<file path="src/hdl/nvmcl_params.svh">
// constants for the nvm command launch interface
`ifndef NVMCL_PARAMS_SVH
`define NVMCL_PARAMS_SVH
`define NVMCL_OFF_INDEX 12'h000
`define NVMCL_OFF_DATA 12'h004
`define NVMCL_OFF_STATUS 12'h008
`define NVMCL_OFF_IRQ_STAT 12'h00C
`define NVMCL_OFF_IRQ_MASK 12'h010
`define NVMCL_OFF_EXEC 12'h014
`define NVMCL_IDX_W 3
`define NVMCL_WORDS 8
`define NVMCL_IDX_CMD 3'h0
`define NVMCL_IDX_ADDR 3'h1
`define NVMCL_IDX_DATA0 3'h2
`define NVMCL_IDX_HOLE0 3'h6
`define NVMCL_IDX_HOLE1 3'h7
`define NVMCL_BIT_CCF 7
`define NVMCL_BIT_BUSY 3
`define NVMCL_EXEC_CYCLES 8'h10
`define NVMCL_RESP_OKAY 2'h0
`define NVMCL_RESP_SLVERR 2'h2
`endif

</file>
<file path="src/hdl/nvmcl_pkg.sv">
// types for the nvm command launch interface
package nvmcl_pkg;
  typedef enum logic [1:0] {
    NVMCL_IDLE = 2'h0,
    NVMCL_LOCK = 2'h1,
    NVMCL_EXEC = 2'h3
  } nvmcl_state_t;
endpackage

</file>
<file path="src/hdl/nvmcl_engine.sv">
// command execution engine: runs a fixed time and writes a result word
`timescale 1ns/1ps
`include "nvmcl_params.svh"
module nvmcl_engine (
  // clock and reset
  input wire logic core_clk,
  input wire logic arst_n,
  // launch and parameters
  input wire logic start_i,
  input wire logic [15:0] word0_i,
  input wire logic [15:0] word1_i,
  // completion
  output logic done_o,
  output logic [15:0] result_o
);
  logic [7:0] cnt_r;
  logic [7:0] cnt_nxt;
  logic run_r;
  logic run_nxt;
  // count the execution time, pulse done at the end
  always_comb begin
    run_nxt = run_r;
    cnt_nxt = cnt_r;
    done_o = 1'b0;
    if (start_i) begin
      run_nxt = 1'b1;
      cnt_nxt = `NVMCL_EXEC_CYCLES;
    end else if (run_r) begin
      if (cnt_r == 8'h01) begin
        run_nxt = 1'b0;
        done_o = 1'b1;
      end
      cnt_nxt = cnt_r - 8'h01;
    end
  end
  // register the counter
  always_ff @(posedge core_clk or negedge arst_n) begin
    if (!arst_n) begin
      cnt_r <= 8'h00;
      run_r <= 1'b0;
    end else begin
      cnt_r <= cnt_nxt;
      run_r <= run_nxt;
    end
  end
  // result: simple checksum of command and address words
  assign result_o = word0_i ^ word1_i;
endmodule // nvmcl_engine

</file>
<file path="src/hdl/nvmcl_sticky.sv">
// one sticky interrupt status bit with write-one-to-clear
`timescale 1ns/1ps
module nvmcl_sticky (
  // clock and reset
  input wire logic core_clk,
  input wire logic arst_n,
  // event and clear
  input wire logic set_i,
  input wire logic clr_i,
  // state
  output logic flag_o
);
  logic flag_r;
  logic flag_nxt;
  // set wins over clear
  always_comb begin
    flag_nxt = set_i | (flag_r & ~clr_i);
  end
  // register the flag
  always_ff @(posedge core_clk or negedge arst_n) begin
    if (!arst_n) begin
      flag_r <= 1'b0;
    end else begin
      flag_r <= flag_nxt;
    end
  end
  assign flag_o = flag_r;
endmodule // nvmcl_sticky

</file>
<file path="src/hdl/nvmcl_top.sv">
// register front end for launching nvm commands over axi4-lite
`timescale 1ns/1ps
`include "nvmcl_params.svh"
// Operation
// - writing 1 to the complete flag clears it and starts the command.
// - while the complete flag is 0, parameter writes are ignored.
// - results written into the array are readable after the flag returns to 1.
// - indices 110 and 111 ignore writes and read 0x0000.
// - index 000 high byte carries the 8-bit command code.
// - index 000 low byte: six zero bits then address bits 17:16.
// - index 001 holds address 15:0; index 010 holds data word 0.
// - index register exposes three bits; others read zero.
// - busy flag is high while a command runs, low when idle.
module nvmcl_top (
  // clock and reset
  input wire logic core_clk,
  input wire logic arst_n,
  // write address
  input wire logic [11:0] s_axi_awaddr,
  input wire logic s_axi_awvalid,
  output logic s_axi_awready,
  // write data
  input wire logic [31:0] s_axi_wdata,
  input wire logic [3:0] s_axi_wstrb,
  input wire logic s_axi_wvalid,
  output logic s_axi_wready,
  // write response
  output logic [1:0] s_axi_bresp,
  output logic s_axi_bvalid,
  input wire logic s_axi_bready,
  // read address
  input wire logic [11:0] s_axi_araddr,
  input wire logic s_axi_arvalid,
  output logic s_axi_arready,
  // read data
  output logic [31:0] s_axi_rdata,
  output logic [1:0] s_axi_rresp,
  output logic s_axi_rvalid,
  input wire logic s_axi_rready,
  // status
  output logic busy,
  output logic irq
);
  import nvmcl_pkg::*;

  logic [15:0] param_r [0:`NVMCL_WORDS-1];
  logic [15:0] param_nxt [0:`NVMCL_WORDS-1];
  logic [2:0] idx_r;
  logic [2:0] idx_nxt;
  logic ccf_r;
  logic ccf_nxt;
  nvmcl_state_t st_r;
  nvmcl_state_t st_nxt;
  logic [1:0] mask_r;
  logic [1:0] mask_nxt;
  logic busy_r;
  logic irq_r;
  logic awready_r;
  logic awready_nxt;
  logic wready_r;
  logic wready_nxt;
  logic arready_r;
  logic arready_nxt;
  logic aw_hold_r;
  logic aw_hold_nxt;
  logic w_hold_r;
  logic w_hold_nxt;
  logic [11:0] awaddr_r;
  logic [11:0] awaddr_nxt;
  logic [31:0] wdata_r;
  logic [31:0] wdata_nxt;
  logic [3:0] wstrb_r;
  logic [3:0] wstrb_nxt;
  logic bvalid_r;
  logic bvalid_nxt;
  logic [1:0] bresp_r;
  logic [1:0] bresp_nxt;
  logic rvalid_r;
  logic rvalid_nxt;
  logic [31:0] rdata_r;
  logic [31:0] rdata_nxt;
  logic [1:0] rresp_r;
  logic [1:0] rresp_nxt;
  logic wr_go;
  logic rd_go;
  logic launch;
  logic eng_done;
  logic [15:0] eng_result;
  logic [1:0] irq_stat;
  logic [1:0] irq_clr;
  logic [15:0] sel_word;

  // write channel acceptance, either order
  assign s_axi_awready = awready_r;
  assign s_axi_wready = wready_r;
  assign s_axi_arready = arready_r;
  assign wr_go = aw_hold_r & w_hold_r & ~bvalid_r;
  assign rd_go = s_axi_arvalid & ~rvalid_r;

  // launch when complete flag is set and software writes 1 to it
  assign launch = wr_go & (awaddr_r == `NVMCL_OFF_STATUS) & wstrb_r[0]
    & wdata_r[`NVMCL_BIT_CCF] & ccf_r;

  // sticky events: bit0 command done, bit1 write refused while locked
  assign irq_clr = (wr_go & (awaddr_r == `NVMCL_OFF_IRQ_STAT) & wstrb_r[0]) ?
    wdata_r[1:0] : 2'h0;

  nvmcl_sticky u_done_flag (
    .core_clk(core_clk),
    .arst_n(arst_n),
    .set_i(eng_done),
    .clr_i(irq_clr[0]),
    .flag_o(irq_stat[0])
  );

  nvmcl_sticky u_lock_flag (
    .core_clk(core_clk),
    .arst_n(arst_n),
    .set_i(wr_go & ~ccf_r & (awaddr_r == `NVMCL_OFF_DATA)),
    .clr_i(irq_clr[1]),
    .flag_o(irq_stat[1])
  );

  nvmcl_engine u_engine (
    .core_clk(core_clk),
    .arst_n(arst_n),
    .start_i(st_r == NVMCL_LOCK),
    .word0_i(param_r[`NVMCL_IDX_CMD]),
    .word1_i(param_r[`NVMCL_IDX_ADDR]),
    .done_o(eng_done),
    .result_o(eng_result)
  );

  // word selected by index, holes read zero
  always_comb begin
    sel_word = param_r[idx_r];
    if (idx_r == `NVMCL_IDX_HOLE0 || idx_r == `NVMCL_IDX_HOLE1) begin
      sel_word = 16'h0000;
    end
  end

  // bus front end: capture, decode, answer
  always_comb begin
    aw_hold_nxt = aw_hold_r;
    w_hold_nxt = w_hold_r;
    awaddr_nxt = awaddr_r;
    wdata_nxt = wdata_r;
    wstrb_nxt = wstrb_r;
    bvalid_nxt = bvalid_r;
    bresp_nxt = bresp_r;
    rvalid_nxt = rvalid_r;
    rdata_nxt = rdata_r;
    rresp_nxt = rresp_r;
    if (s_axi_awvalid && s_axi_awready) begin
      aw_hold_nxt = 1'b1;
      awaddr_nxt = s_axi_awaddr;
    end
    if (s_axi_wvalid && s_axi_wready) begin
      w_hold_nxt = 1'b1;
      wdata_nxt = s_axi_wdata;
      wstrb_nxt = s_axi_wstrb;
    end
    if (wr_go) begin
      aw_hold_nxt = 1'b0;
      w_hold_nxt = 1'b0;
      bvalid_nxt = 1'b1;
      case (awaddr_r)
        `NVMCL_OFF_INDEX, `NVMCL_OFF_DATA, `NVMCL_OFF_STATUS,
        `NVMCL_OFF_IRQ_STAT, `NVMCL_OFF_IRQ_MASK: bresp_nxt = `NVMCL_RESP_OKAY;
        default: bresp_nxt = `NVMCL_RESP_SLVERR;
      endcase
    end else if (bvalid_r && s_axi_bready) begin
      bvalid_nxt = 1'b0;
    end
    if (rd_go) begin
      rvalid_nxt = 1'b1;
      rresp_nxt = `NVMCL_RESP_OKAY;
      rdata_nxt = 32'h0000_0000;
      case (s_axi_araddr)
        `NVMCL_OFF_INDEX: rdata_nxt = {29'h0, idx_r};
        `NVMCL_OFF_DATA: rdata_nxt = ccf_r ? {16'h0, sel_word} : 32'h0;
        `NVMCL_OFF_STATUS: begin
          rdata_nxt[`NVMCL_BIT_CCF] = ccf_r;
          rdata_nxt[`NVMCL_BIT_BUSY] = ~ccf_r;
        end
        `NVMCL_OFF_IRQ_STAT: rdata_nxt = {30'h0, irq_stat};
        `NVMCL_OFF_IRQ_MASK: rdata_nxt = {30'h0, mask_r};
        default: rresp_nxt = `NVMCL_RESP_SLVERR;
      endcase
    end else if (rvalid_r && s_axi_rready) begin
      rvalid_nxt = 1'b0;
    end
    awready_nxt = ~aw_hold_nxt & ~bvalid_nxt; // ready lines leave flops
    wready_nxt = ~w_hold_nxt & ~bvalid_nxt;
    arready_nxt = ~rvalid_nxt;
  end

  // registers: index, mask, parameter array, complete flag, launch state
  always_comb begin
    idx_nxt = idx_r;
    mask_nxt = mask_r;
    ccf_nxt = ccf_r;
    st_nxt = st_r;
    for (int i = 0; i < `NVMCL_WORDS; i++) begin
      param_nxt[i] = param_r[i];
    end
    if (wr_go && awaddr_r == `NVMCL_OFF_INDEX && wstrb_r[0]) begin
      idx_nxt = wdata_r[2:0];
    end
    if (wr_go && awaddr_r == `NVMCL_OFF_IRQ_MASK && wstrb_r[0]) begin
      mask_nxt = wdata_r[1:0];
    end
    // parameter writes only while idle and not in the holes
    if (wr_go && awaddr_r == `NVMCL_OFF_DATA && ccf_r
        && idx_r != `NVMCL_IDX_HOLE0 && idx_r != `NVMCL_IDX_HOLE1) begin
      if (wstrb_r[1]) begin
        param_nxt[idx_r][15:8] = wdata_r[15:8];
      end
      if (wstrb_r[0]) begin
        param_nxt[idx_r][7:0] = wdata_r[7:0];
      end
      if (idx_r == `NVMCL_IDX_CMD) begin
        param_nxt[idx_r][7:2] = 6'h00;
      end
    end
    case (st_r)
      NVMCL_IDLE: begin
        if (launch) begin
          ccf_nxt = 1'b0;
          st_nxt = NVMCL_LOCK;
        end
      end
      NVMCL_LOCK: st_nxt = NVMCL_EXEC;
      NVMCL_EXEC: begin
        if (eng_done) begin
          ccf_nxt = 1'b1;
          st_nxt = NVMCL_IDLE;
          param_nxt[`NVMCL_IDX_DATA0] = eng_result;
        end
      end
      default: st_nxt = NVMCL_IDLE;
    endcase
  end

  // register everything
  always_ff @(posedge core_clk or negedge arst_n) begin
    if (!arst_n) begin
      aw_hold_r <= 1'b0;
      w_hold_r <= 1'b0;
      awaddr_r <= 12'h000;
      wdata_r <= 32'h0000_0000;
      wstrb_r <= 4'h0;
      bvalid_r <= 1'b0;
      bresp_r <= 2'h0;
      rvalid_r <= 1'b0;
      rdata_r <= 32'h0000_0000;
      rresp_r <= 2'h0;
      idx_r <= 3'h0;
      mask_r <= 2'h0;
      ccf_r <= 1'b1;
      st_r <= NVMCL_IDLE;
      busy_r <= 1'b0;
      irq_r <= 1'b0;
      awready_r <= 1'b1;
      wready_r <= 1'b1;
      arready_r <= 1'b1;
      for (int i = 0; i < `NVMCL_WORDS; i++) begin
        param_r[i] <= 16'h0000;
      end
    end else begin
      aw_hold_r <= aw_hold_nxt;
      w_hold_r <= w_hold_nxt;
      awaddr_r <= awaddr_nxt;
      wdata_r <= wdata_nxt;
      wstrb_r <= wstrb_nxt;
      bvalid_r <= bvalid_nxt;
      bresp_r <= bresp_nxt;
      rvalid_r <= rvalid_nxt;
      rdata_r <= rdata_nxt;
      rresp_r <= rresp_nxt;
      idx_r <= idx_nxt;
      mask_r <= mask_nxt;
      ccf_r <= ccf_nxt;
      st_r <= st_nxt;
      busy_r <= ~ccf_nxt;
      irq_r <= |(irq_stat & mask_r);
      awready_r <= awready_nxt;
      wready_r <= wready_nxt;
      arready_r <= arready_nxt;
      for (int i = 0; i < `NVMCL_WORDS; i++) begin
        param_r[i] <= param_nxt[i];
      end
    end
  end

  assign s_axi_bvalid = bvalid_r;
  assign s_axi_bresp = bresp_r;
  assign s_axi_rvalid = rvalid_r;
  assign s_axi_rdata = rdata_r;
  assign s_axi_rresp = rresp_r;
  assign busy = busy_r;
  assign irq = irq_r;
endmodule // nvmcl_top

</file>
<file path="config.mk">
export PLATFORM = sky130hd
export DESIGN_NAME = nvmcl_top
export DESIGN_NICKNAME = d
export VERILOG_FILES = /design/src/hdl/nvmcl_pkg.sv /design/src/hdl/nvmcl_engine.sv /design/src/hdl/nvmcl_sticky.sv /design/src/hdl/nvmcl_top.sv
export VERILOG_INCLUDE_DIRS = /design/src /design/src/hdl
export SDC_FILE = /design/constraint.sdc
export NUM_CORES = 1
export LEC_CHECK = 0
export BUFFER_PORTS_ARGS = -buffer_cell sky130_fd_sc_hd__buf_2
export CORE_MARGIN = 2
export CORE_UTILIZATION = 45
export CTS_CLUSTER_SIZE = 30
export DETAILED_ROUTE_END_ITERATION = 10
export PLACE_DENSITY = 0.71
export REMOVE_ABC_BUFFERS = 1
export SYNTH_ARGS = -nofsm -noshare
export SYNTH_HDL_FRONTEND = slang
export SYNTH_SLANG_ARGS = --single-unit
export TNS_END_PERCENT = 100
</file>
<file path="constraint.sdc">
create_clock -name core_clk -period 3.16 [get_ports core_clk]
set_input_delay 0.158 -clock core_clk [delete_from_list [all_inputs] [get_ports core_clk]]
set_output_delay 0.158 -clock core_clk [all_outputs]
set_load 0.005 [all_outputs]
</file>
== Word-level counts from Yosys, hierarchy flattened ==
Index checks and enable logic that the tools add are counted.
Storage, ports and cells
  flip-flop bits (word level): 222
  input port bits: 67
  output and inout bits: 43
  logic and storage cells: 156
Operators by class
  add/subtract/negate cells: 1
  order comparisons: 2
  eq/ne operators: 17
  multiplexer cells: 52
  bitwise logic cells: 30
  reductions and logical operators: 23
Operators by type and width (count)
  2-to-1 mux 128 bit: 5
  bitwise mux 128 bit: 3
  demux 16 bit (select 3 bit): 3
  2-to-1 mux 16 bit: 7
  2-to-1 mux 96 bit: 1
  binary-select mux 16 bit (select 3 bit): 1
  == test 12 x 4 -> 1 bit (second input constant): 4
  2-to-1 mux 8 bit: 5
  == test 12 x 3 -> 1 bit (second input constant): 2
  == test 12 x 5 -> 1 bit (second input constant): 2
  zero test 12 bit: 2
  2-to-1 mux 1 bit: 16
  bitwise XOR 16 bit: 1
  bitwise AND 1 bit: 15
  logical AND 1 bit: 13
  case mux 3 bit (4 select lines): 1
  2-to-1 mux 2 bit: 5
  inverter 1 bit: 10
  OR reduction 5 bit: 2
  == test 8 x 1 -> 1 bit (second input constant): 1
  subtractor 8 x 1 -> 8 bit (second input constant): 1
  == test 3 bit (second input constant): 2
  != test 3 bit (second input constant): 2
  case mux 1 bit (2 select lines): 3
  17 further kinds: 18

== Logic depth before layout (Yosys ltp) ==
Gate-level depths: netlist of the first run.
  word-level depth: 16
  mapped depth: 8
  depth with buffers taken out: 7

== Hierarchy ==
A second synthesis of the first run with hierarchy kept.
Unflattened totals
  cells, all modules: 668
  area total of the unflattened synthesis: 8197.9 µm²
By module, submodules not included
  nvmcl_top: instances 1, cells each 600, area an instance 7507.2 µm², sequential area each 4033.9 µm²
  nvmcl_engine: instances 1, cells each 62, area an instance 618.1 µm², sequential area each 225.2 µm²
  nvmcl_sticky: instances 2, cells each 3, area an instance 36.3 µm², sequential area each 25.0 µm²

== Least setup slack after synthesis of the first run ==
No wires, ideal clock.
  path kind: register -> register
  from: register awaddr_r[5]
  to: register with a tool-made name
  library setup time: 0.125 ns
  data arrival time: 2.147 ns
  required time: 3.035 ns
  path slack: 0.888 ns
  cell stages (with the launch flop): 7
  buffers on the path: 1
  clock period less this slack: 2.272 ns
  path through: dfrtp_1 -> or3_1 -> nor4_2 -> or3b_1 -> nor2b_1 -> buf_2 -> mux2_2
RTL lines
  start, declared: RTL line nvmcl_top.sv:68  | logic [11:0] awaddr_r;
  start signal, assigned: RTL line nvmcl_top.sv:273  | awaddr_r <= awaddr_nxt;

==> results.md, run 1 <==
* Worst-margin pin slew at 0.607 ns
* Layout cell share with drive strength beyond 1 at 32.8%
* FF-to-FF path depth at 5
* Post-CTS sizing at 0
* Final cell count without fillers at 1003
* CP max FO at 8
* Clock root buffer master: clkbuf_16
* Overall power at 0.00552 W
* Initial antenna violation count at 0
* CP Data Required Time at 3.45 ns
* Outcome: completed
* Clk_skew at 0.00909 ns
* Antenna-violating nets left at 0
* DP HPWL at 12.4 mm
* First-pass GRT wire length at 29.9 mm
* Util after Layout at 54.4%
* Post-synth top flop: dfrtp_1
* # rows at 49
* Antenna diode count at 0
* Die area at 19200 µm²
* Seq/Total Area, Yosys at 52.8%
* Number of max-cap violations at 0
* Mapped Area at 8160 µm²
* TritonCTS clock tree: yes
* Largest net degree at the start of global routing at 101
* GP Congestion at 0.796
* Drc violations at 0
* P_leak at 4.47 nW
* GR Util All Layers at 19.7%
* Sw Ratio at 27.5%
* H-tree levels at 4
* Area Growth Syn to Fin at 19.3%
* Synth cell types at 64
* Hold crit path type: in2reg
* Drt total wl at 18.5 mm
* Hold WS at 0.0425 ns
* Reg power frac at 50.1%
* Gate power share at 11.8%
* VDD IR max at 376 µV
* Die X at 139 µm
* Worst hold path depth at 3
* Yosys reg bits at 172
* Clock-pin slew on the worst setup and hold paths at 0.06 ns
* RSZ-0062 raised after global routing: no
* Avg WL per Cell at 18.5 µm
* Slew Limit Headroom at 59.5%
* FMAX at 0.379 GHz
* Routed via count at 5509
* TritonCTS buffer count at 17
* Dpl cell area at 8810 µm²
* Final hold violation count at 0
* Number of synthesized flops with an enable pin at 0
* Mean Syn Cell Area at 12.7 µm²
* Mapped Cells at 644
* Number of global-route vias before repair at 5855
* Final Cell Area at 9740 µm²
* Initial core utilization at 45.6%
* Power share of the clock group at 38.1%
* Final Setup Violations at 0
* Longest Clk Path Bufs at 2
* CP Capture Type: flip-flop
* IO buf count at 73
* I/O pin count at 110
* Iter 0 DRT Violations at 287
* Die extent in y at 139 µm
* Vias per inst at 5.49
* Synth warn at 0
* DR pass1 iterations at 4
* Cell Pwr Density at 566 nW/µm²
* Sink Count at 172
* Core Area at 17900 µm²
* Psw at 0.00151 W
* Final Cycle Share at 83.5%
* Cells after DPL at 937
* Worst EP arrival at 2.93 ns
* Startpoint types: flip-flop
* Pins Over Slew Limit at 0
* Post-layout min period at 2.64 ns
* Critical path type: reg2reg
* P_int at 0.00400 W
* GRT overflow at 0
* Asr flop ratio synth at 100%
* Clk_lat worst skew at 0.43 ns
* Nets at 833
-- synthesized netlist by cell type (3+ instances only) --
| cell type | n | area [µm²] |
|---|---|---|
| buf_2 | 5 | 25.0 |
| ha_1 | 5 | 62.6 |
| xnor2_1 | 19 | 166 |
| and2_1 | 8 | 50.1 |
| nor3_1 | 7 | 35.0 |
| a22oi_1 | 8 | 60.1 |
| o22ai_1 | 7 | 43.8 |
| buf_4 | 19 | 143 |
| clkbuf_1 | 15 | 56.3 |
| dfrtp_1 | 168 | 4200 |
| mux2_2 | 101 | 1140 |
| nand2b_1 | 3 | 18.8 |
| nand3_1 | 5 | 25.0 |
| nor4_1 | 4 | 25.0 |
| mux2i_1 | 59 | 591 |
| nor4_4 | 4 | 85.1 |
| dfstp_2 | 4 | 105 |
| nand4b_1 | 3 | 26.3 |
| buf_1 | 8 | 30.0 |
| nor2b_1 | 10 | 62.6 |
| a22o_1 | 11 | 96.3 |
| nand2_1 | 27 | 101 |
| mux2_1 | 9 | 101 |
| nor2_1 | 25 | 93.8 |
| o21ai_0 | 18 | 90.1 |
| mux4_2 | 5 | 113 |
| o221ai_1 | 5 | 43.8 |
| nand4_1 | 5 | 31.3 |
| a21oi_1 | 10 | 50.1 |
| inv_1 | 16 | 60.1 |
-- cell type report --
class | instances | area, µm²
tap | 229 | 287
sequential | 172 | 4310
clock buffer | 20 | 457
multi-input combinational | 426 | 3610
clock inverter | 12 | 138
fill | 1507 | 8160
inverter | 16 | 60.1
timing repair buffer | 128 | 882
-- through the flow --
stage,setup WS [ns],setup TNS [ns]
after floorplan,-0.0955,-0.184
after global placement,0.586,0
after detailed placement,0.539,0
after CTS,0.521,0
after global routing,0.454,0
final,0.522,0
-- metal layers --
| metal | up-vias | track usage, % | share of wire [%] |
|---|---|---|---|
| met2 | 139 | 34.2 | 51 |
| met3 | 31 | 4.77 | 5.1 |
| li1 | 2537 | - | - |
| met1 | 2802 | 24.1 | 42 |
| met5 | - | 0 | 0 |
| met4 | 0 | 6.91 | 2.2 |
-- timing repair --
| action | in CTS | in global routing |
|---|---|---|
| hold endpoints to repair | 58 | 0 |
| buffers inserted | 0 | 0 |
| hold buffers | 34 | 0 |
-- worst max-delay path: stages (launching register included) --
cell and delay [ns]:
dfrtp_1 0.40, or4_4 0.55, or3_4 0.38, or4_1 0.79, mux2i_1 0.27, mux2i_1 0.11
-- worst paths after layout --
check | start | endpoint | slack (ns)
worst max register to register | awaddr_r[9] | param_r[80] | 0.52
worst min-delay path | s_axi_arvalid | s_axi_rvalid | 0.04
min in group asynchronous | arst_n | u_engine.cnt_r[2] | 0.17
worst min register to register | aw_hold_r | s_axi_awready | 0.45
max in group asynchronous | arst_n | asynchronous set/reset pin | 2.10
worst max-delay path | awaddr_r[9] | param_r[80] | 0.52
-- layout by cell type (no fill, tap or decap), types with 7 or more instances in the layout --
master / netlist / final
mux2_2: 101 / 101
clkbuf_16: 0 / 17
mux2i_1: 59 / 59
conb_1: 1 / 18
o21ai_0: 18 / 18
a22oi_1: 8 / 8
and2_1: 8 / 8
dlygate4sd3_1: 0 / 34
nand2_1: 27 / 27
buf_2: 5 / 72
nor3_1: 7 / 7
buf_4: 19 / 20
xnor2_1: 19 / 19
a22o_1: 11 / 11
mux2_1: 9 / 9
inv_1: 16 / 16
a21oi_1: 10 / 10
nor2b_1: 10 / 10
dfrtp_1: 168 / 167
o22ai_1: 7 / 7
nor2_1: 25 / 25
-- cell families (layout without fill, tap and decap cells) --
| logic type | count (synthesis) | after routing | synth area share (%) |
|---|---|---|---|
| xor gates and xnor gates | 21 | 21 | 2.25 |
| DFF | 172 | 172 | 52.8 |
| AOI/OAI and AO/OA | 79 | 79 | 6.76 |
| adders and majority gates | 5 | 5 | 0.767 |
| muxes | 174 | 174 | 23.8 |
| and+or+nand+nor | 129 | 129 | 9.73 |
| buffers and inverters | 63 | 176 | 3.85 |
| other | 1 | 18 | 0.0459 |
-- power groups by stage --
| stage | Sequential (W) | Clock, W | Combinational (W) |
|---|---|---|---|
| after floorplan | 0.00269 | 0 | 0.000402 |
| after global placement | 0.00276 | 0 | 0.000599 |
| after detailed placement | 0.00280 | 0 | 0.000624 |
| after CTS | 0.00276 | 0.00213 | 0.000660 |
| after global routing | 0.00282 | 0.00223 | 0.000717 |
| final | 0.00277 | 0.00210 | 0.000650 |
Power figures use the tool's default switching activity.
==> inputs of run 2 (changes only) <==
Clock period 3.16 ns to 2.6 ns, I/O delays scaled along.
==> run 2 against run 1 <==
Net effect: critical path depth up 1; highest routed layer unchanged; utilization increased by 1.0 points; sequential share of layout area fell by 0.83 points.
==> results.md, run 2 (synthesized netlist as in run 1, its figures left out) <==
* Outcome: completed
* Final cell count without fillers at 1022 (+1.9%)
* Pins Over Slew Limit at 0 (unchanged)
* GP Congestion at 0.803 (+0.97%)
* Antenna-violating nets left at 0 (unchanged)
* Critical path startpoint: awaddr_r[9]
* CP Capture Type: flip-flop
* Drt total wl at 19.0 mm (+2.6%)
* Clk_skew at 0.00828 ns (-0.000811 ns)
* Hold Startpoint: s_axi_arvalid
* Largest net degree at the start of global routing at 60 (-41%)
* Longest Clk Path Bufs at 2 (unchanged)
* Post-CTS Hold Buffers at 36 (+5.9%)
* Nets at 852 (+2.3%)
* Post-layout min period at 2.53 ns (-0.109 ns)
* Hold EP: s_axi_arready
* Core Area at 17900 µm² (unchanged)
* GR Util All Layers at 20.6% (+0.92 points)
* Drc violations at 0 (unchanged)
* Clock-pin slew on the worst setup and hold paths at 0.07 ns (about the same)
* Layout cell share with drive strength beyond 1 at 34.2% (+1.4 points)
* Clock root buffer master: clkbuf_16
* Iter 0 DRT Violations at 305 (+6.3%)
* Highest Signal Layer: met4
* Die X at 139 µm (unchanged)
* Met3 routed WL at 892 µm (-5.1%)
* Pre-CTS setup slack at 0.160 ns (-0.379 ns)
* I/O pin count at 110 (unchanged)
* Die extent in y at 139 µm (unchanged)
* CP Data Required Time at 2.89 ns (-0.56 ns)
* H-tree levels at 4 (unchanged)
* Die area at 19200 µm² (unchanged)
* VDD IR max at 421 µV (+12%)
* Post-CTS sizing at 0 (unchanged)
* Post-CTS setup buffers at 0 (unchanged)
* FF-to-FF Start: awaddr_r[9]
* Worst R2R End: param_r[84]
* Util after Layout at 55.4% (+1.0 points)
* Clk_lat worst skew at 0.42 ns (about the same)
* Startpoint types: flip-flop
* DR pass1 iterations at 4 (unchanged)
* Met1 wire length at 7.96 mm (+1.9%)
* FF-to-FF path depth at 6 (+1)
* TritonCTS clock tree: yes
* IO buf count at 73 (unchanged)
* Cell Pwr Density at 674 nW/µm² (+19%)
* Final hold violation count at 0 (unchanged)
* Slew Limit Headroom at 62.3% (+2.8 points)
* Routed via count at 5664 (+2.8%)
* P_leak at 4.58 nW (+2.4%)
* CP max FO at 8 (unchanged)
* GRT overflow at 0 (unchanged)
* Antenna diode count at 0 (unchanged)
* Critical path type: reg2reg
* R2R setup slack at 0.07 ns (-0.45 ns)
* Final Setup Violations at 0 (unchanged)
* Vias per inst at 5.54 (+0.90%)
* Number of max-cap violations at 0 (unchanged)
* Most frequent cells in the layout: 167 x dfrtp_1, 101 x mux2_2, 72 x buf_2
* # rows at 49 (unchanged)
* Initial antenna violation count at 0 (unchanged)
* Avg WL per Cell at 18.6 µm (+0.65%)
* Sink Count at 172 (unchanged)
* Final Cycle Share at 97.3% (+14 points)
* Worst-margin pin slew at 0.565 ns (-0.0420 ns)
* Initial core utilization at 45.6% (unchanged)
* First-pass GRT wire length at 31.3 mm (+4.8%)
* Setup WS post-layout at 0.0708 ns (-0.451 ns)
* Cells after DPL at 954 (+1.8%)
* Number of global-route vias before repair at 6129 (+4.7%)
* Area Growth Syn to Fin at 21.6%
* Commonest non-fill, non-tap cell in the layout: dfrtp_1
* Worst hold path depth at 4 (+1)
* FMAX at 0.395 GHz (+4.3%)
* Overall power at 0.00669 W (+21%)
* RSZ-0062 raised after global routing: no
* DP HPWL at 12.5 mm (+1.4%)
* Sum Neg Setup Slack at 0 ns (unchanged)
* Hold crit path type: in2reg
* Worst EP arrival at 2.82 ns (-0.11 ns)
* TritonCTS buffer count at 17 (unchanged)
* FILL cells at 1503 (-0.27%)
* Met2 wire len at 9.81 mm (+4.6%)
run 2: changes by cell type in the layout (fill, tap and decap cells not counted), sizes merged:
cell / change
buf: +17
clkinv: +4
clkinvlp: -3
dlygate4sd3: +2
bufinv: -1
run 2: area by class of cell:
class / instances / area (µm²) / area share (%)
clock buffer: 20 / 457 / 4.60
sequential: 172 / 4310 / 43.4
tap: 229 / 287 / 2.89
timing repair buffer: 147 / 1090 / 11.0
clock inverter: 12 / 113 / 1.13
multi-input combinational: 426 / 3610 / 36.3
inverter: 16 / 60.1 / 0.605
run 2: metal layers:
metal	vias up	global-route usage (%)
met2	148	36.1
met1	2921	24.6
met4	0	7.87
li1	2566	-
met3	29	5.18
met5	-	0
run 2: stage by stage:
stage               hold slack, ns  cell area (µm²)
finish                      0.0440             9930
floorplan                   -0.166             7970
detailed placement           0.150             9000
global route                0.0478             9930
CTS                         0.0169             9930
global placement             0.138             9000
run 2: worst max-delay path by stage:
stage,cells after the start,end
detailed placement,6,param_r[83]
floorplan,5,busy
global route,6,param_r[83]
global placement,6,param_r[85]
finish,6,param_r[84]
CTS,6,param_r[84]
run 2: power breakdown:
group | leakage, nW | internal (W) | switching [W]
Clock | 0.277 | 0.00138 | 0.00107
Combinational | 2.00 | 0.000483 | 0.000424
Sequential | 2.30 | 0.00298 | 0.000356
Total | 4.58 | 0.00484 | 0.00185
run 2: worst max-delay path, cell delays in order, from the launching register on:
cell     delay (ns)
dfrtp_1        0.40
or4_4          0.57
or3_4          0.39
or4_1          0.49
buf_4          0.21
mux2i_1        0.20
mux2i_1        0.13
